### src/frame_codec_map.svh
// Purpose: byte values, error codes and reset values of the serial frame codec
// Assumes: included by its bare name from every design file that needs it
// Notes: definitions only
`ifndef FRAME_CODEC_MAP_SVH
`define FRAME_CODEC_MAP_SVH

// ============================================================
// line byte values
`define START_BYTE 8'h7E
`define ESC_BYTE 8'h7D
`define ESC_XOR 8'h20
`define XON_BYTE 8'h11
`define XOFF_BYTE 8'h13
`define CSUM_GOOD 8'hFF

// ============================================================
// failure codes carried in a status frame
`define ERR_CHECKSUM 8'h01
`define ERR_LENGTH 8'h02

// ============================================================
// status frame shape and reset values
`define STATUS_LEN 16'h0002
`define ZERO_BYTE 8'h00
`define ZERO_LEN 16'h0000

`endif

### src/frame_codec_pkg.sv
// Purpose: shared types of the serial frame codec
// Assumes: nothing
// Notes: state encodings are written out in binary
package frame_codec_pkg;

	// ============================================================
	// operating mode selected by api_mode_select
	typedef enum logic [1:0] {
		MODE_TRANSPARENT = 2'b00,
		MODE_API = 2'b01,
		MODE_API_ESC = 2'b10,
		MODE_UNUSED = 2'b11
	} api_mode_type;

	// ============================================================
	// receive parser states
	typedef enum logic [2:0] {
		RX_IDLE = 3'b000,
		RX_LEN_HI = 3'b001,
		RX_LEN_LO = 3'b010,
		RX_DATA = 3'b011,
		RX_CSUM = 3'b100,
		RX_RELEASE = 3'b101
	} rx_state_type;

	// ============================================================
	// transmit builder states
	typedef enum logic [2:0] {
		TX_IDLE = 3'b000,
		TX_START = 3'b001,
		TX_LEN_HI = 3'b010,
		TX_LEN_LO = 3'b011,
		TX_DATA = 3'b100,
		TX_CSUM = 3'b101
	} tx_state_type;

endpackage : frame_codec_pkg

### src/byte_stream_if.sv
// Purpose: valid/ready byte stream between the codec's own modules
// Assumes: one clock, transfer when valid and ready are both high
// Notes: src drives data and valid, snk drives ready
interface byte_stream_if;
	logic valid; // byte offered
	logic ready; // byte accepted
	logic [7:0] data; // byte value
	modport src (output valid, output data, input ready);
	modport snk (input valid, input data, output ready);
endinterface : byte_stream_if

### src/escape_encoder.sv
// Purpose: inserts escape sequences into the outgoing byte stream
// Assumes: upstream holds a byte stable until it is taken
// Notes: an escaped byte takes two downstream transfers
`include "frame_codec_map.svh"
module escape_encoder (
	input wire logic i_mclk,
	input wire logic i_reset_n,
	input wire logic i_ce,
	input wire logic i_esc_on,
	input wire logic i_raw,
	byte_stream_if.snk up,
	byte_stream_if.src dn
);
	import frame_codec_pkg::*;

	logic second_reg; // escape byte sent, modified byte next
	logic special; // byte is one of the four reserved values
	logic wants; // this byte must go out escaped

	// ============================================================
	// escape decision
	always_comb begin
		special = (up.data == `START_BYTE) || (up.data == `ESC_BYTE) ||
			(up.data == `XON_BYTE) || (up.data == `XOFF_BYTE);
		wants = up.valid && i_esc_on && !i_raw && special;
	end

	// escape byte first, then the byte flipped by the xor value
	assign dn.valid = up.valid;
	assign dn.data = second_reg ? (up.data ^ `ESC_XOR) : (wants ? `ESC_BYTE : up.data);
	assign up.ready = dn.ready && (!wants || second_reg);

	// ============================================================
	// phase of an escaped byte
	always_ff @(posedge i_mclk) begin
		if (!i_reset_n) begin
			second_reg <= 1'b0;
		end else if (i_ce && wants && dn.ready) begin
			second_reg <= !second_reg;
		end
	end
endmodule // escape_encoder

### src/byte_fifo2.sv
// Purpose: small buffer between the encoder and the host serial output
// Assumes: DEPTH is a power of two
// Notes: ready drops when full so the encoder stalls and no byte is lost
module byte_fifo2 #(
	parameter int WIDTH = 8,
	parameter int DEPTH = 2
) (
	input wire logic i_mclk,
	input wire logic i_reset_n,
	input wire logic i_ce,
	byte_stream_if.snk wr,
	byte_stream_if.src rd
);
	import frame_codec_pkg::*;

	localparam int AW = (DEPTH > 1) ? $clog2(DEPTH) : 1;
	logic [WIDTH-1:0] mem [DEPTH]; // stored entries
	logic [AW-1:0] wr_ptr_reg; // next write slot
	logic [AW-1:0] rd_ptr_reg; // oldest entry
	logic [AW:0] count_reg; // entries held
	logic push; // write this cycle
	logic pop; // read this cycle

	assign wr.ready = (count_reg != DEPTH[AW:0]);
	assign rd.valid = (count_reg != '0);
	assign rd.data = mem[rd_ptr_reg];
	assign push = i_ce && wr.valid && wr.ready;
	assign pop = i_ce && rd.valid && rd.ready;

	// ============================================================
	// storage, no reset needed
	always_ff @(posedge i_mclk) begin
		if (push) begin
			mem[wr_ptr_reg] <= wr.data;
		end
	end

	// ============================================================
	// pointers and fill level
	always_ff @(posedge i_mclk) begin
		if (!i_reset_n) begin
			wr_ptr_reg <= '0;
			rd_ptr_reg <= '0;
			count_reg <= '0;
		end else begin
			if (push) begin
				wr_ptr_reg <= wr_ptr_reg + 1'b1;
			end
			if (pop) begin
				rd_ptr_reg <= rd_ptr_reg + 1'b1;
			end
			if (push && !pop) begin
				count_reg <= count_reg + 1'b1;
			end else if (pop && !push) begin
				count_reg <= count_reg - 1'b1;
			end
		end
	end
endmodule // byte_fifo2

### src/serial_api_frame_codec.sv
// Purpose: frames and deframes host serial packets in transparent or api modes
// Assumes: all inputs synchronous to i_mclk; i_ce low freezes every flip-flop
// Notes: received frames are held whole and released only after a good checksum
`include "frame_codec_map.svh"

// Overview of operation
// - mode setting: 0 transparent, 1 framed, 2 escaped
// - transparent mode passes bytes through untouched
// - frame: start byte, length msb first, data, checksum
// - bytes before a start byte silently dropped
// - bad frame answered with a status frame
// - escaped mode: bare start byte restarts frame
// - escape is 0x7D then byte xor 0x20
// - escape exactly 0x7E, 0x7D, 0x11, 0x13
// - escape length, data, checksum, never start byte
// - length counts data bytes before escaping
// - checksum over unescaped byte values
// - length equals number of frame data bytes
// - first data byte is the frame type
// - multi-byte fields sent most significant first
// - checksum is 0xFF minus low sum byte
// - accept when data sum plus checksum is 0xFF
// - bad checksum frame is never acted on
// - escaped mode only when host link is uart
// - escaping applies in both directions
module serial_api_frame_codec #(
	parameter int FRAME_DEPTH = 256,
	parameter logic [7:0] STATUS_TYPE = 8'hF0 // arbitrary status frame type code
) (
	input wire logic i_mclk,
	input wire logic i_reset_n,
	input wire logic i_ce,
	input wire frame_codec_pkg::api_mode_type i_api_mode_select,
	input wire logic i_host_is_uart,
	input wire logic i_rx_valid,
	input wire logic [7:0] i_rx_data,
	output logic o_rx_ready,
	output logic o_rf_valid,
	output logic [7:0] o_rf_data,
	output logic o_rf_last,
	input wire logic i_rf_ready,
	input wire logic i_out_valid,
	input wire logic [7:0] i_out_data,
	input wire logic [15:0] i_out_len,
	output logic o_out_ready,
	output logic o_tx_valid,
	output logic [7:0] o_tx_data,
	input wire logic i_tx_ready
);
	import frame_codec_pkg::*;

	// ============================================================
	// declarations
	api_mode_type mode; // effective operating mode
	logic framed; // either api mode
	logic esc_on; // escaped api mode in force
	rx_state_type rx_state_reg; // parser state
	logic esc_pend_reg; // escape byte seen, next byte is flipped
	logic [7:0] len_hi_reg; // length high byte
	logic [15:0] rx_len_reg; // received frame length
	logic [15:0] wr_idx_reg; // next store slot
	logic [15:0] rd_idx_reg; // next release slot
	logic [7:0] rx_sum_reg; // running data sum
	logic [7:0] frame_mem [FRAME_DEPTH]; // held frame data
	logic rx_take; // input byte accepted
	logic byte_ev; // decoded byte available
	logic restart; // bare start byte in escaped mode
	logic [7:0] value; // unescaped byte
	logic [15:0] len_full; // assembled length
	logic rx_err; // failure pulse to builder
	logic [7:0] rx_err_code; // its failure kind
	logic rf_load; // output stage may take a byte
	logic rf_valid_reg; // output stage holds a byte
	logic [7:0] rf_data_reg; // output stage byte
	logic rf_last_reg; // output stage closes a frame
	tx_state_type tx_state_reg; // builder state
	logic err_pend_reg; // status frame owed to host
	logic [7:0] err_code_reg; // kind of the owed failure
	logic [7:0] err_hold_reg; // kind being sent now
	logic from_status_reg; // current frame is a status frame
	logic [15:0] tx_len_reg; // current frame length
	logic [15:0] tx_cnt_reg; // data bytes sent
	logic [7:0] tx_sum_reg; // sum of sent data bytes
	logic [7:0] tx_byte; // byte offered to encoder
	logic tx_step; // encoder took a byte
	logic enc_raw; // byte must not be escaped
	logic picking; // builder starts a status frame now

	byte_stream_if enc_up ();
	byte_stream_if enc_dn ();
	byte_stream_if fifo_out ();

	// ============================================================
	// mode decode
	always_comb begin
		case (i_api_mode_select)
			MODE_TRANSPARENT: mode = MODE_TRANSPARENT;
			MODE_API: mode = MODE_API;
			MODE_API_ESC: mode = i_host_is_uart ? MODE_API_ESC : MODE_API;
			default: mode = MODE_TRANSPARENT;
		endcase
		framed = (mode != MODE_TRANSPARENT);
		esc_on = (mode == MODE_API_ESC);
	end

	// ============================================================
	// receive side decode
	assign rf_load = !rf_valid_reg || i_rf_ready;
	assign o_rx_ready = framed ? (rx_state_reg != RX_RELEASE) : rf_load;
	assign rx_take = i_ce && i_rx_valid && o_rx_ready;
	assign restart = rx_take && esc_on && !esc_pend_reg && (i_rx_data == `START_BYTE);
	assign byte_ev = rx_take && framed &&
		!(esc_on && !esc_pend_reg && (i_rx_data == `ESC_BYTE));
	assign value = esc_pend_reg ? (i_rx_data ^ `ESC_XOR) : i_rx_data;
	assign len_full = {len_hi_reg, value};

	// escape flag tracks the line, never the data
	always_ff @(posedge i_mclk) begin
		if (!i_reset_n) begin
			esc_pend_reg <= 1'b0;
		end else if (rx_take) begin
			esc_pend_reg <= esc_on && !esc_pend_reg && (i_rx_data == `ESC_BYTE);
		end
	end

	// ============================================================
	// receive parser
	always_ff @(posedge i_mclk) begin
		if (!i_reset_n) begin
			rx_state_reg <= RX_IDLE;
			len_hi_reg <= `ZERO_BYTE;
			rx_len_reg <= `ZERO_LEN;
			wr_idx_reg <= `ZERO_LEN;
			rx_sum_reg <= `ZERO_BYTE;
		end else if (i_ce) begin
			if (restart) begin
				rx_state_reg <= RX_LEN_HI;
			end else if (byte_ev) begin
				case (rx_state_reg)
					RX_IDLE: begin
						if (i_rx_data == `START_BYTE) begin
							rx_state_reg <= RX_LEN_HI;
						end // other bytes fall away here
					end
					RX_LEN_HI: begin
						len_hi_reg <= value;
						rx_state_reg <= RX_LEN_LO;
					end
					RX_LEN_LO: begin
						rx_len_reg <= len_full;
						wr_idx_reg <= `ZERO_LEN;
						rx_sum_reg <= `ZERO_BYTE;
						if (len_full == `ZERO_LEN || len_full > 16'(FRAME_DEPTH)) begin
							rx_state_reg <= RX_IDLE;
						end else begin
							rx_state_reg <= RX_DATA;
						end
					end
					RX_DATA: begin
						rx_sum_reg <= rx_sum_reg + value;
						wr_idx_reg <= wr_idx_reg + 16'h0001;
						if (wr_idx_reg == rx_len_reg - 16'h0001) begin
							rx_state_reg <= RX_CSUM;
						end
					end
					RX_CSUM: begin
						if (8'(rx_sum_reg + value) == `CSUM_GOOD) begin
							rx_state_reg <= RX_RELEASE;
						end else begin
							rx_state_reg <= RX_IDLE;
						end
					end
					default: rx_state_reg <= RX_IDLE;
				endcase
			end else if (rx_state_reg == RX_RELEASE && rf_load &&
				rd_idx_reg == rx_len_reg - 16'h0001) begin
				rx_state_reg <= RX_IDLE;
			end
		end
	end

	// frame store, data only, type byte first
	always_ff @(posedge i_mclk) begin
		if (i_ce && byte_ev && !restart && rx_state_reg == RX_DATA) begin
			frame_mem[wr_idx_reg[$clog2(FRAME_DEPTH)-1:0]] <= value;
		end
	end

	// failure pulse: bad length or bad checksum
	always_comb begin
		rx_err = 1'b0;
		rx_err_code = `ERR_CHECKSUM;
		if (byte_ev && !restart) begin
			if (rx_state_reg == RX_LEN_LO &&
				(len_full == `ZERO_LEN || len_full > 16'(FRAME_DEPTH))) begin
				rx_err = 1'b1;
				rx_err_code = `ERR_LENGTH;
			end else if (rx_state_reg == RX_CSUM && 8'(rx_sum_reg + value) != `CSUM_GOOD) begin
				rx_err = 1'b1;
			end
		end
	end

	// ============================================================
	// data output stage toward the packet side
	always_ff @(posedge i_mclk) begin
		if (!i_reset_n) begin
			rf_valid_reg <= 1'b0;
			rf_data_reg <= `ZERO_BYTE;
			rf_last_reg <= 1'b0;
			rd_idx_reg <= `ZERO_LEN;
		end else if (i_ce) begin
			if (!framed && rx_take) begin
				rf_valid_reg <= 1'b1;
				rf_data_reg <= i_rx_data;
				rf_last_reg <= 1'b0;
			end else if (framed && rx_state_reg == RX_RELEASE && rf_load) begin
				rf_valid_reg <= 1'b1;
				rf_data_reg <= frame_mem[rd_idx_reg[$clog2(FRAME_DEPTH)-1:0]];
				rf_last_reg <= (rd_idx_reg == rx_len_reg - 16'h0001);
				rd_idx_reg <= (rd_idx_reg == rx_len_reg - 16'h0001) ? `ZERO_LEN :
					rd_idx_reg + 16'h0001;
			end else if (i_rf_ready) begin
				rf_valid_reg <= 1'b0;
			end
		end
	end

	assign o_rf_valid = rf_valid_reg;
	assign o_rf_data = rf_data_reg;
	assign o_rf_last = rf_last_reg;

	// ============================================================
	// status frame owed; a new failure wins over the pick-up
	assign picking = framed && tx_state_reg == TX_IDLE && err_pend_reg;
	always_ff @(posedge i_mclk) begin
		if (!i_reset_n) begin
			err_pend_reg <= 1'b0;
			err_code_reg <= `ZERO_BYTE;
		end else if (i_ce) begin
			if (rx_err) begin
				err_pend_reg <= 1'b1;
				err_code_reg <= rx_err_code;
			end else if (picking) begin
				err_pend_reg <= 1'b0;
			end
		end
	end

	// ============================================================
	// transmit byte selection
	always_comb begin
		tx_byte = i_out_data;
		enc_raw = 1'b0;
		enc_up.valid = 1'b0;
		case (tx_state_reg)
			TX_IDLE: enc_up.valid = !framed && i_out_valid;
			TX_START: begin
				enc_up.valid = 1'b1;
				tx_byte = `START_BYTE;
				enc_raw = 1'b1;
			end
			TX_LEN_HI: begin
				enc_up.valid = 1'b1;
				tx_byte = tx_len_reg[15:8];
			end
			TX_LEN_LO: begin
				enc_up.valid = 1'b1;
				tx_byte = tx_len_reg[7:0];
			end
			TX_DATA: begin
				enc_up.valid = from_status_reg || i_out_valid;
				if (from_status_reg) begin
					tx_byte = (tx_cnt_reg == `ZERO_LEN) ? STATUS_TYPE : err_hold_reg;
				end
			end
			TX_CSUM: begin
				enc_up.valid = 1'b1;
				tx_byte = `CSUM_GOOD - tx_sum_reg;
			end
			default: enc_up.valid = 1'b0;
		endcase
	end

	assign enc_up.data = tx_byte;
	assign tx_step = i_ce && enc_up.valid && enc_up.ready;
	assign o_out_ready = (tx_state_reg == TX_IDLE && !framed) ? enc_up.ready :
		(tx_state_reg == TX_DATA && !from_status_reg && enc_up.ready);

	// ============================================================
	// transmit builder
	always_ff @(posedge i_mclk) begin
		if (!i_reset_n) begin
			tx_state_reg <= TX_IDLE;
			from_status_reg <= 1'b0;
			err_hold_reg <= `ZERO_BYTE;
			tx_len_reg <= `ZERO_LEN;
			tx_cnt_reg <= `ZERO_LEN;
			tx_sum_reg <= `ZERO_BYTE;
		end else if (i_ce) begin
			case (tx_state_reg)
				TX_IDLE: begin
					tx_cnt_reg <= `ZERO_LEN;
					tx_sum_reg <= `ZERO_BYTE;
					if (picking) begin
						from_status_reg <= 1'b1;
						err_hold_reg <= err_code_reg;
						tx_len_reg <= `STATUS_LEN;
						tx_state_reg <= TX_START;
					end else if (framed && i_out_valid) begin
						from_status_reg <= 1'b0;
						tx_len_reg <= i_out_len;
						tx_state_reg <= TX_START;
					end
				end
				TX_START: if (tx_step) tx_state_reg <= TX_LEN_HI;
				TX_LEN_HI: if (tx_step) tx_state_reg <= TX_LEN_LO;
				TX_LEN_LO: begin
					if (tx_step) begin
						tx_state_reg <= (tx_len_reg == `ZERO_LEN) ? TX_CSUM : TX_DATA;
					end
				end
				TX_DATA: begin
					if (tx_step) begin
						tx_sum_reg <= tx_sum_reg + tx_byte;
						tx_cnt_reg <= tx_cnt_reg + 16'h0001;
						if (tx_cnt_reg == tx_len_reg - 16'h0001) begin
							tx_state_reg <= TX_CSUM;
						end
					end
				end
				TX_CSUM: if (tx_step) tx_state_reg <= TX_IDLE;
				default: tx_state_reg <= TX_IDLE;
			endcase
		end
	end

	// ============================================================
	// escaping and buffering toward the host
	escape_encoder u_enc (
		.i_mclk(i_mclk),
		.i_reset_n(i_reset_n),
		.i_ce(i_ce),
		.i_esc_on(esc_on),
		.i_raw(enc_raw),
		.up(enc_up.snk),
		.dn(enc_dn.src)
	);

	byte_fifo2 #(.WIDTH(8), .DEPTH(2)) u_buf (
		.i_mclk(i_mclk),
		.i_reset_n(i_reset_n),
		.i_ce(i_ce),
		.wr(enc_dn.snk),
		.rd(fifo_out.src)
	);

	assign o_tx_valid = fifo_out.valid;
	assign o_tx_data = fifo_out.data;
	assign fifo_out.ready = i_tx_ready;
endmodule // serial_api_frame_codec

### config.mk
export PLATFORM = sky130hd
export DESIGN_NAME = serial_api_frame_codec
export DESIGN_NICKNAME = d
export VERILOG_FILES = /design/src/frame_codec_pkg.sv /design/src/byte_stream_if.sv /design/src/escape_encoder.sv /design/src/byte_fifo2.sv /design/src/serial_api_frame_codec.sv
export VERILOG_INCLUDE_DIRS = /design/src /design/src/src
export SDC_FILE = /design/constraint.sdc
export NUM_CORES = 2
export LEC_CHECK = 0
export BUFFER_PORTS_ARGS = -buffer_cell sky130_fd_sc_hd__buf_2
export CAP_MARGIN = 25
export CORE_MARGIN = 3
export CORE_UTILIZATION = 45
export CTS_BUF_LIST = sky130_fd_sc_hd__clkbuf_4 sky130_fd_sc_hd__clkbuf_8
export DETAILED_ROUTE_END_ITERATION = 10
export PLACE_DENSITY_LB_ADDON = 0.2
export SYNTH_ARGS = -nofsm -noshare
export SYNTH_HDL_FRONTEND = slang
export SYNTH_SLANG_ARGS = --single-unit
### constraint.sdc
create_clock -name i_mclk -period 18.55 [get_ports i_mclk]
set_input_delay 3.71 -clock i_mclk [delete_from_list [all_inputs] [get_ports i_mclk]]
set_output_delay 3.71 -clock i_mclk [all_outputs]
set_load 0.01 [all_outputs]
Word-level counts from Yosys, hierarchy flattened
Memory sizes are Yosys's and may differ from the RTL's. A register that Yosys moved wholly into a read port is not among the register bits.
Index checks and enable logic that the tools add are counted.

storage, ports and cells
  output and inout bits = 21
  register bits after elaboration = 144
  memories = 2
  bits in writable memories = 2064
  bits of input ports = 42

memories
  name       depth  width  rd ports  clocked after Yosys merged registers in  wr ports  line                          RTL
  frame_mem  256    8      1         1                                        1         serial_api_frame_codec.sv:64  logic [7:0] frame_mem [FRAME_DEPTH];
  u_buf.mem  2      8      1         1                                        1         byte_fifo2.sv:17              logic [WIDTH-1:0] mem [DEPTH];

operators by class
  equality and inequality tests = 35
  order comparisons = 1
  reductions and logical operators = 87
  mux-type cells = 65
  $add $sub $neg = 12
  bitwise logic cells = 4

operators by type and width
  operator                 number
  $mux W8                  9
  $mux W16                 4
  $pmux W16 S2             2
  $add A16 B1 Y16 const B  3
  $eq A16 B16 Y1           3
  $logic_not A16 Y1        3
  $mux W3                  14
  $logic_and A1 B1 Y1      40
  $pmux W8 S5              1
  $eq A8 B7 Y1 const B     4
  $pmux W8 S2              2
  $sub A16 B1 Y16 const B  2
  $mux W1                  22
  $pmux W3 S6              1
  $add A8 B8 Y8            2
  $eq A8 B5 Y1 const B     2
  $gt A16 B9 Y1 const B    1
  $reduce_and A4 Y1        4
  $reduce_bool A2 Y1       8
  $pmux W3 S5              1
  $eq A3 B2 Y1 const B     4
  $eq A3 B3 Y1 const B     4
  $mux W2                  6
  $ne A2 B2 Y1 const B     6
  25 further kinds         56

Longest topological paths before layout
  depth after elaboration = 15
  mapped depth = 20
  mapped depth without buffers = 18

By module
A second synthesis with hierarchy kept.

second synthesis, totals
  cells, all modules = 4470
  area, all modules = 87924.3 sq um

by module, submodules not included
  module                  area an instance (sq um)  cells an instance  times used
  serial_api_frame_codec  86899.6                   4391               1
  byte_fifo2              813.3                     51                 1
  escape_encoder          211.5                     28                 1

Worst setup path after synthesis
Ideal clock, no wire load.

  kind = input to output
  from = input i_out_valid
  to = output o_out_ready
  data arrival time = 4.965 ns
  setup slack = 9.875 ns
  required time = 14.840 ns
  cell stages on the path = 6
  cell sequence = a2111oi_0 or3b_2 nor3_1 nand4b_1 nor2_1 a21oi_1

on the way
  cells in the longest elaborated chain, start to end = 10

RTL lines
  what                                                       line                                                          RTL
  start, declared                                            serial_api_frame_codec.sv:42                                  input wire logic i_out_valid,
  $logic_or A1 B1 Y1 or $logic_and A1 B1 Y1 (tied branches)  serial_api_frame_codec.sv:272, serial_api_frame_codec.sv:257
  $pmux W1 S3 *                                              serial_api_frame_codec.sv:256                                 case (tx_state_reg)
  $logic_and A1 B1 Y1 * (3 in series)                        escape_encoder.sv:25                                          wants = up.valid && i_esc_on && !i_raw && special;
  $logic_not A1 Y1 *                                         escape_encoder.sv:31                                          assign up.ready = dn.ready && (!wants || second_reg);
  $logic_or A1 B1 Y1 *                                       escape_encoder.sv:31
  $logic_and A1 B1 Y1 *                                      escape_encoder.sv:31
  $logic_and A1 B1 Y1                                        serial_api_frame_codec.sv:288                                 (tx_state_reg == TX_DATA && !from_status_reg && enc_up.ready);
  $mux W1 *                                                  serial_api_frame_codec.sv:287                                 assign o_out_ready = (tx_state_reg == TX_IDLE && !framed) ? enc_up.ready :
  end, declared                                              serial_api_frame_codec.sv:45                                  output logic o_out_ready,

Mark *: on every way between the ends. The rest lies on a longest branch, timed or not.

Worst setup path in the final report
  from = input i_api_mode_select[0]
  to = output o_out_ready

on the way
  cells in the longest elaborated chain, start to end = 14

RTL lines
  what                                          line                                                          RTL
  start, declared                               serial_api_frame_codec.sv:33                                  input wire frame_codec_pkg::api_mode_type i_api_mode_select,
  $eq A2 B2 Y1 or $eq A2 B1 Y1 (tied branches)  serial_api_frame_codec.sv:96                                  case (i_api_mode_select)
  $pmux W2 S2 *                                 serial_api_frame_codec.sv:96
  $reduce_bool A2 Y1                            serial_api_frame_codec.sv:102                                 framed = (mode != MODE_TRANSPARENT);
  $logic_not A1 Y1                              serial_api_frame_codec.sv:257, serial_api_frame_codec.sv:287
  $logic_and A1 B1 Y1                           serial_api_frame_codec.sv:257                                 TX_IDLE: enc_up.valid = !framed && i_out_valid;
  $pmux W1 S3                                   serial_api_frame_codec.sv:256
  $logic_and A1 B1 Y1 (3 in series)             escape_encoder.sv:25
  $logic_not A1 Y1                              escape_encoder.sv:31
  $logic_or A1 B1 Y1                            escape_encoder.sv:31
  $logic_and A1 B1 Y1                           escape_encoder.sv:31
  $logic_and A1 B1 Y1                           serial_api_frame_codec.sv:288
  $mux W1 *                                     serial_api_frame_codec.sv:287

Marks and branches as above.

==> metrics <==
status=finished, final reports clean; CTS tree=yes; Core Rows=161; final std cells w/o fill=7423; Min-Delay Path Class=reg -> reg; RSZ-0062 raised after global routing=false; clk sinks=2205; Hold Vio Cnt, Final=0; Pleak=29.8 nW; DRC=0; final std cell area, no fill=98500 um^2; CTS clk-pin slew, worst paths=0.06 ns; Worst-Skew Late Latency=1.04 ns; routed via count=44.5k; asr flop ratio synth=0; Num CTS Buffers=366; fmax=107 MHz; Max H-tree Level=5; first-pass detailed-route iteration total=5; Die Y=448 um; clock buffer depth=4; commonest non-fill, non-tap cells in the layout=edfxtp_1, mux4_2, clkbuf_8, nor2_1, nand2_1; max reg flops=2048; Worst setup EP type=output pin; Core ar.=193000 um^2; predominant post-synthesis flop cell=edfxtp_1; routability cong.=0.870; Antenna Nets Post-Route=0; Final min period=9.32 ns; Detail Placement HPWL=137 mm; Post-synth EDFFs=2064; post-synth cell types=86; layout cells sized above 1=0.290; final period utilization=0.502; nets=4695; Syn Nets=4433; Slew HR=0.213; Die ar.=201000 um^2; total global-route track usage=0.223; Mapped Area=88000 um^2; Resized Gates After CTS=0; initial DRC count=5012; hold buffer count at CTS=0; first-pass GRT wire length=325 mm; wire per inst=30.0 um; VDD IR-drop max=0.0757 mV; synthesis-to-finish area growth=11.9%; worst slew pin tran=1.18 ns; syn avg cell area=20.2 um^2; sequential share of the synthesized area=0.736; max-cap violation count=0; root buf cell=clkbuf_8; area post-placement=91300 um^2; Power, Total=0.00987 W; final count of pins violating max slew=0; crit path DAT=5.61 ns; largest net degree at the start of global routing=136; final setup vio count=0; number of synthesized register bits=2205; Power Density=100 nW/um^2; most common cell after layout, fill and taps aside=edfxtp_1; drt via density=5.99; initial antenna violation count=2; WP data required=14.84 ns; Buffers on Ports=62; Initial Util=0.455; YS warnings=0; total congestion overflow=0; dpl cells=6776; Post-CTS Setup Bufs=0; critical path peak fanout=5; setup TNS=0 ns; Startpoint Class=primary input; cells after synthesis=4362; routed wire length=222 mm; vias in the first global route=44.9k; die width=448 um; I/O pin count=63; Clock Skews=0.0559 ns; CP Class=in -> out
-- layer usage --
layer / up-vias / track usage / wire (um)
met1: 23518 / 0.335 / 96700
li1: 18526 / - / -
met4: 0 / 0.0616 / 5060
met5: - / 0 / 0
met2: 2116 / 0.335 / 103000
met3: 303 / 0.0433 / 17800
-- path summary, 6_finish.rpt --
path	startpoint	endpoint	slack [ns]	depth (start not counted)
worst max-delay path	i_api_mode_select[0]	o_out_ready	9.23	10
worst min-delay path	rx_sum_reg[0]	rx_sum_reg[0]	0.46	2
worst max register to register	register	o_rf_data[4]	12.64	8
worst min register to register	rx_sum_reg[0]	rx_sum_reg[0]	0.46	2
-- Yosys cell counts (all sizes together) (4+ instances only) --
cell | n | area (um^2)
nor4 | 22 | 150
o2111ai | 4 | 35.0
or3 | 13 | 81.3
o31a | 4 | 36.3
xnor3 | 4 | 90.1
mux4 | 672 | 15100
nor2 | 360 | 1350
a221oi | 7 | 61.3
o21ai | 52 | 260
xor2 | 51 | 447
o211ai | 4 | 30.0
nand4 | 32 | 200
nor4bb | 4 | 40.0
nor3 | 33 | 165
nor2b | 23 | 144
and4 | 6 | 52.6
a21o | 5 | 37.5
and3 | 16 | 106
nand3 | 64 | 320
xnor2 | 59 | 517
edfxtp | 2064 | 62000
a211oi | 6 | 50.1
dfxtp | 141 | 2820
buf | 77 | 303
o21bai | 4 | 30.0
mux2i | 24 | 240
o31ai | 4 | 30.0
nand2b | 16 | 100
a21oi | 92 | 464
nand3b | 5 | 37.5
clkbuf | 177 | 664
or4 | 11 | 86.3
a31oi | 12 | 81.3
nand2 | 137 | 514
or2 | 7 | 43.8
mux2 | 11 | 124
and3b | 5 | 43.8
nor3b | 10 | 90.1
inv | 37 | 139
and2 | 7 | 43.8
ha | 27 | 338
-- through the flow --
| step | utilization | hold slack [ns] | setup WS [ns] |
|---|---|---|---|
| 2_1_floorplan | - | 0.436 | 9.88 |
| 4_1_cts | 0.509 | 0.459 | 9.26 |
| 6_report | 0.509 | 0.461 | 9.23 |
| 5_1_grt | 0.509 | 0.496 | 9.08 |
| 3_3_place_gp | 0.472 | 0.444 | 9.36 |
| 3_5_place_dp | 0.472 | 0.450 | 9.25 |
-- power by group --
group / total [W] / switching, W / leakage, nW / internal (W)
sequential: 0.00545 / 0.00000897 / 19.7 / 0.00544
clock: 0.00420 / 0.00191 / 3.73 / 0.00229
combinational: 0.000211 / 0.000162 / 6.43 / 0.0000490
total: 0.00987 / 0.00208 / 29.8 / 0.00779
-- layout make-up --
class	instances	area, um^2
antenna	2	5.00
clock buffer	471	5890
clock inverter	168	1170
fill	15328	94900
inverter	37	146
multi-input combinational	1866	22100
sequential	2205	64800
tap	2526	3160
timing repair buffer	148	1190
-- critical path, cell delays in order --
cell,delay (ns)
buf_2,0.09
inv_1,0.04
ha_1,0.28
nand2b_1,0.12
nand3_1,0.27
nor3_1,0.26
nand4b_1,0.24
nor2_1,0.31
a21oi_1,0.12
buf_2,0.17
-- logic make-up after synthesis --
kind of cell | synth area share
multiplexers | 0.176
AND/OR/NAND/NOR | 0.0418
flip-flops | 0.736
XOR/XNOR | 0.0122
adder cells (fa/ha/maj) | 0.00429
AO/OA/AOI/OAI | 0.0165
buffers and inverters | 0.0126
Power figures use the tool's default switching activity.
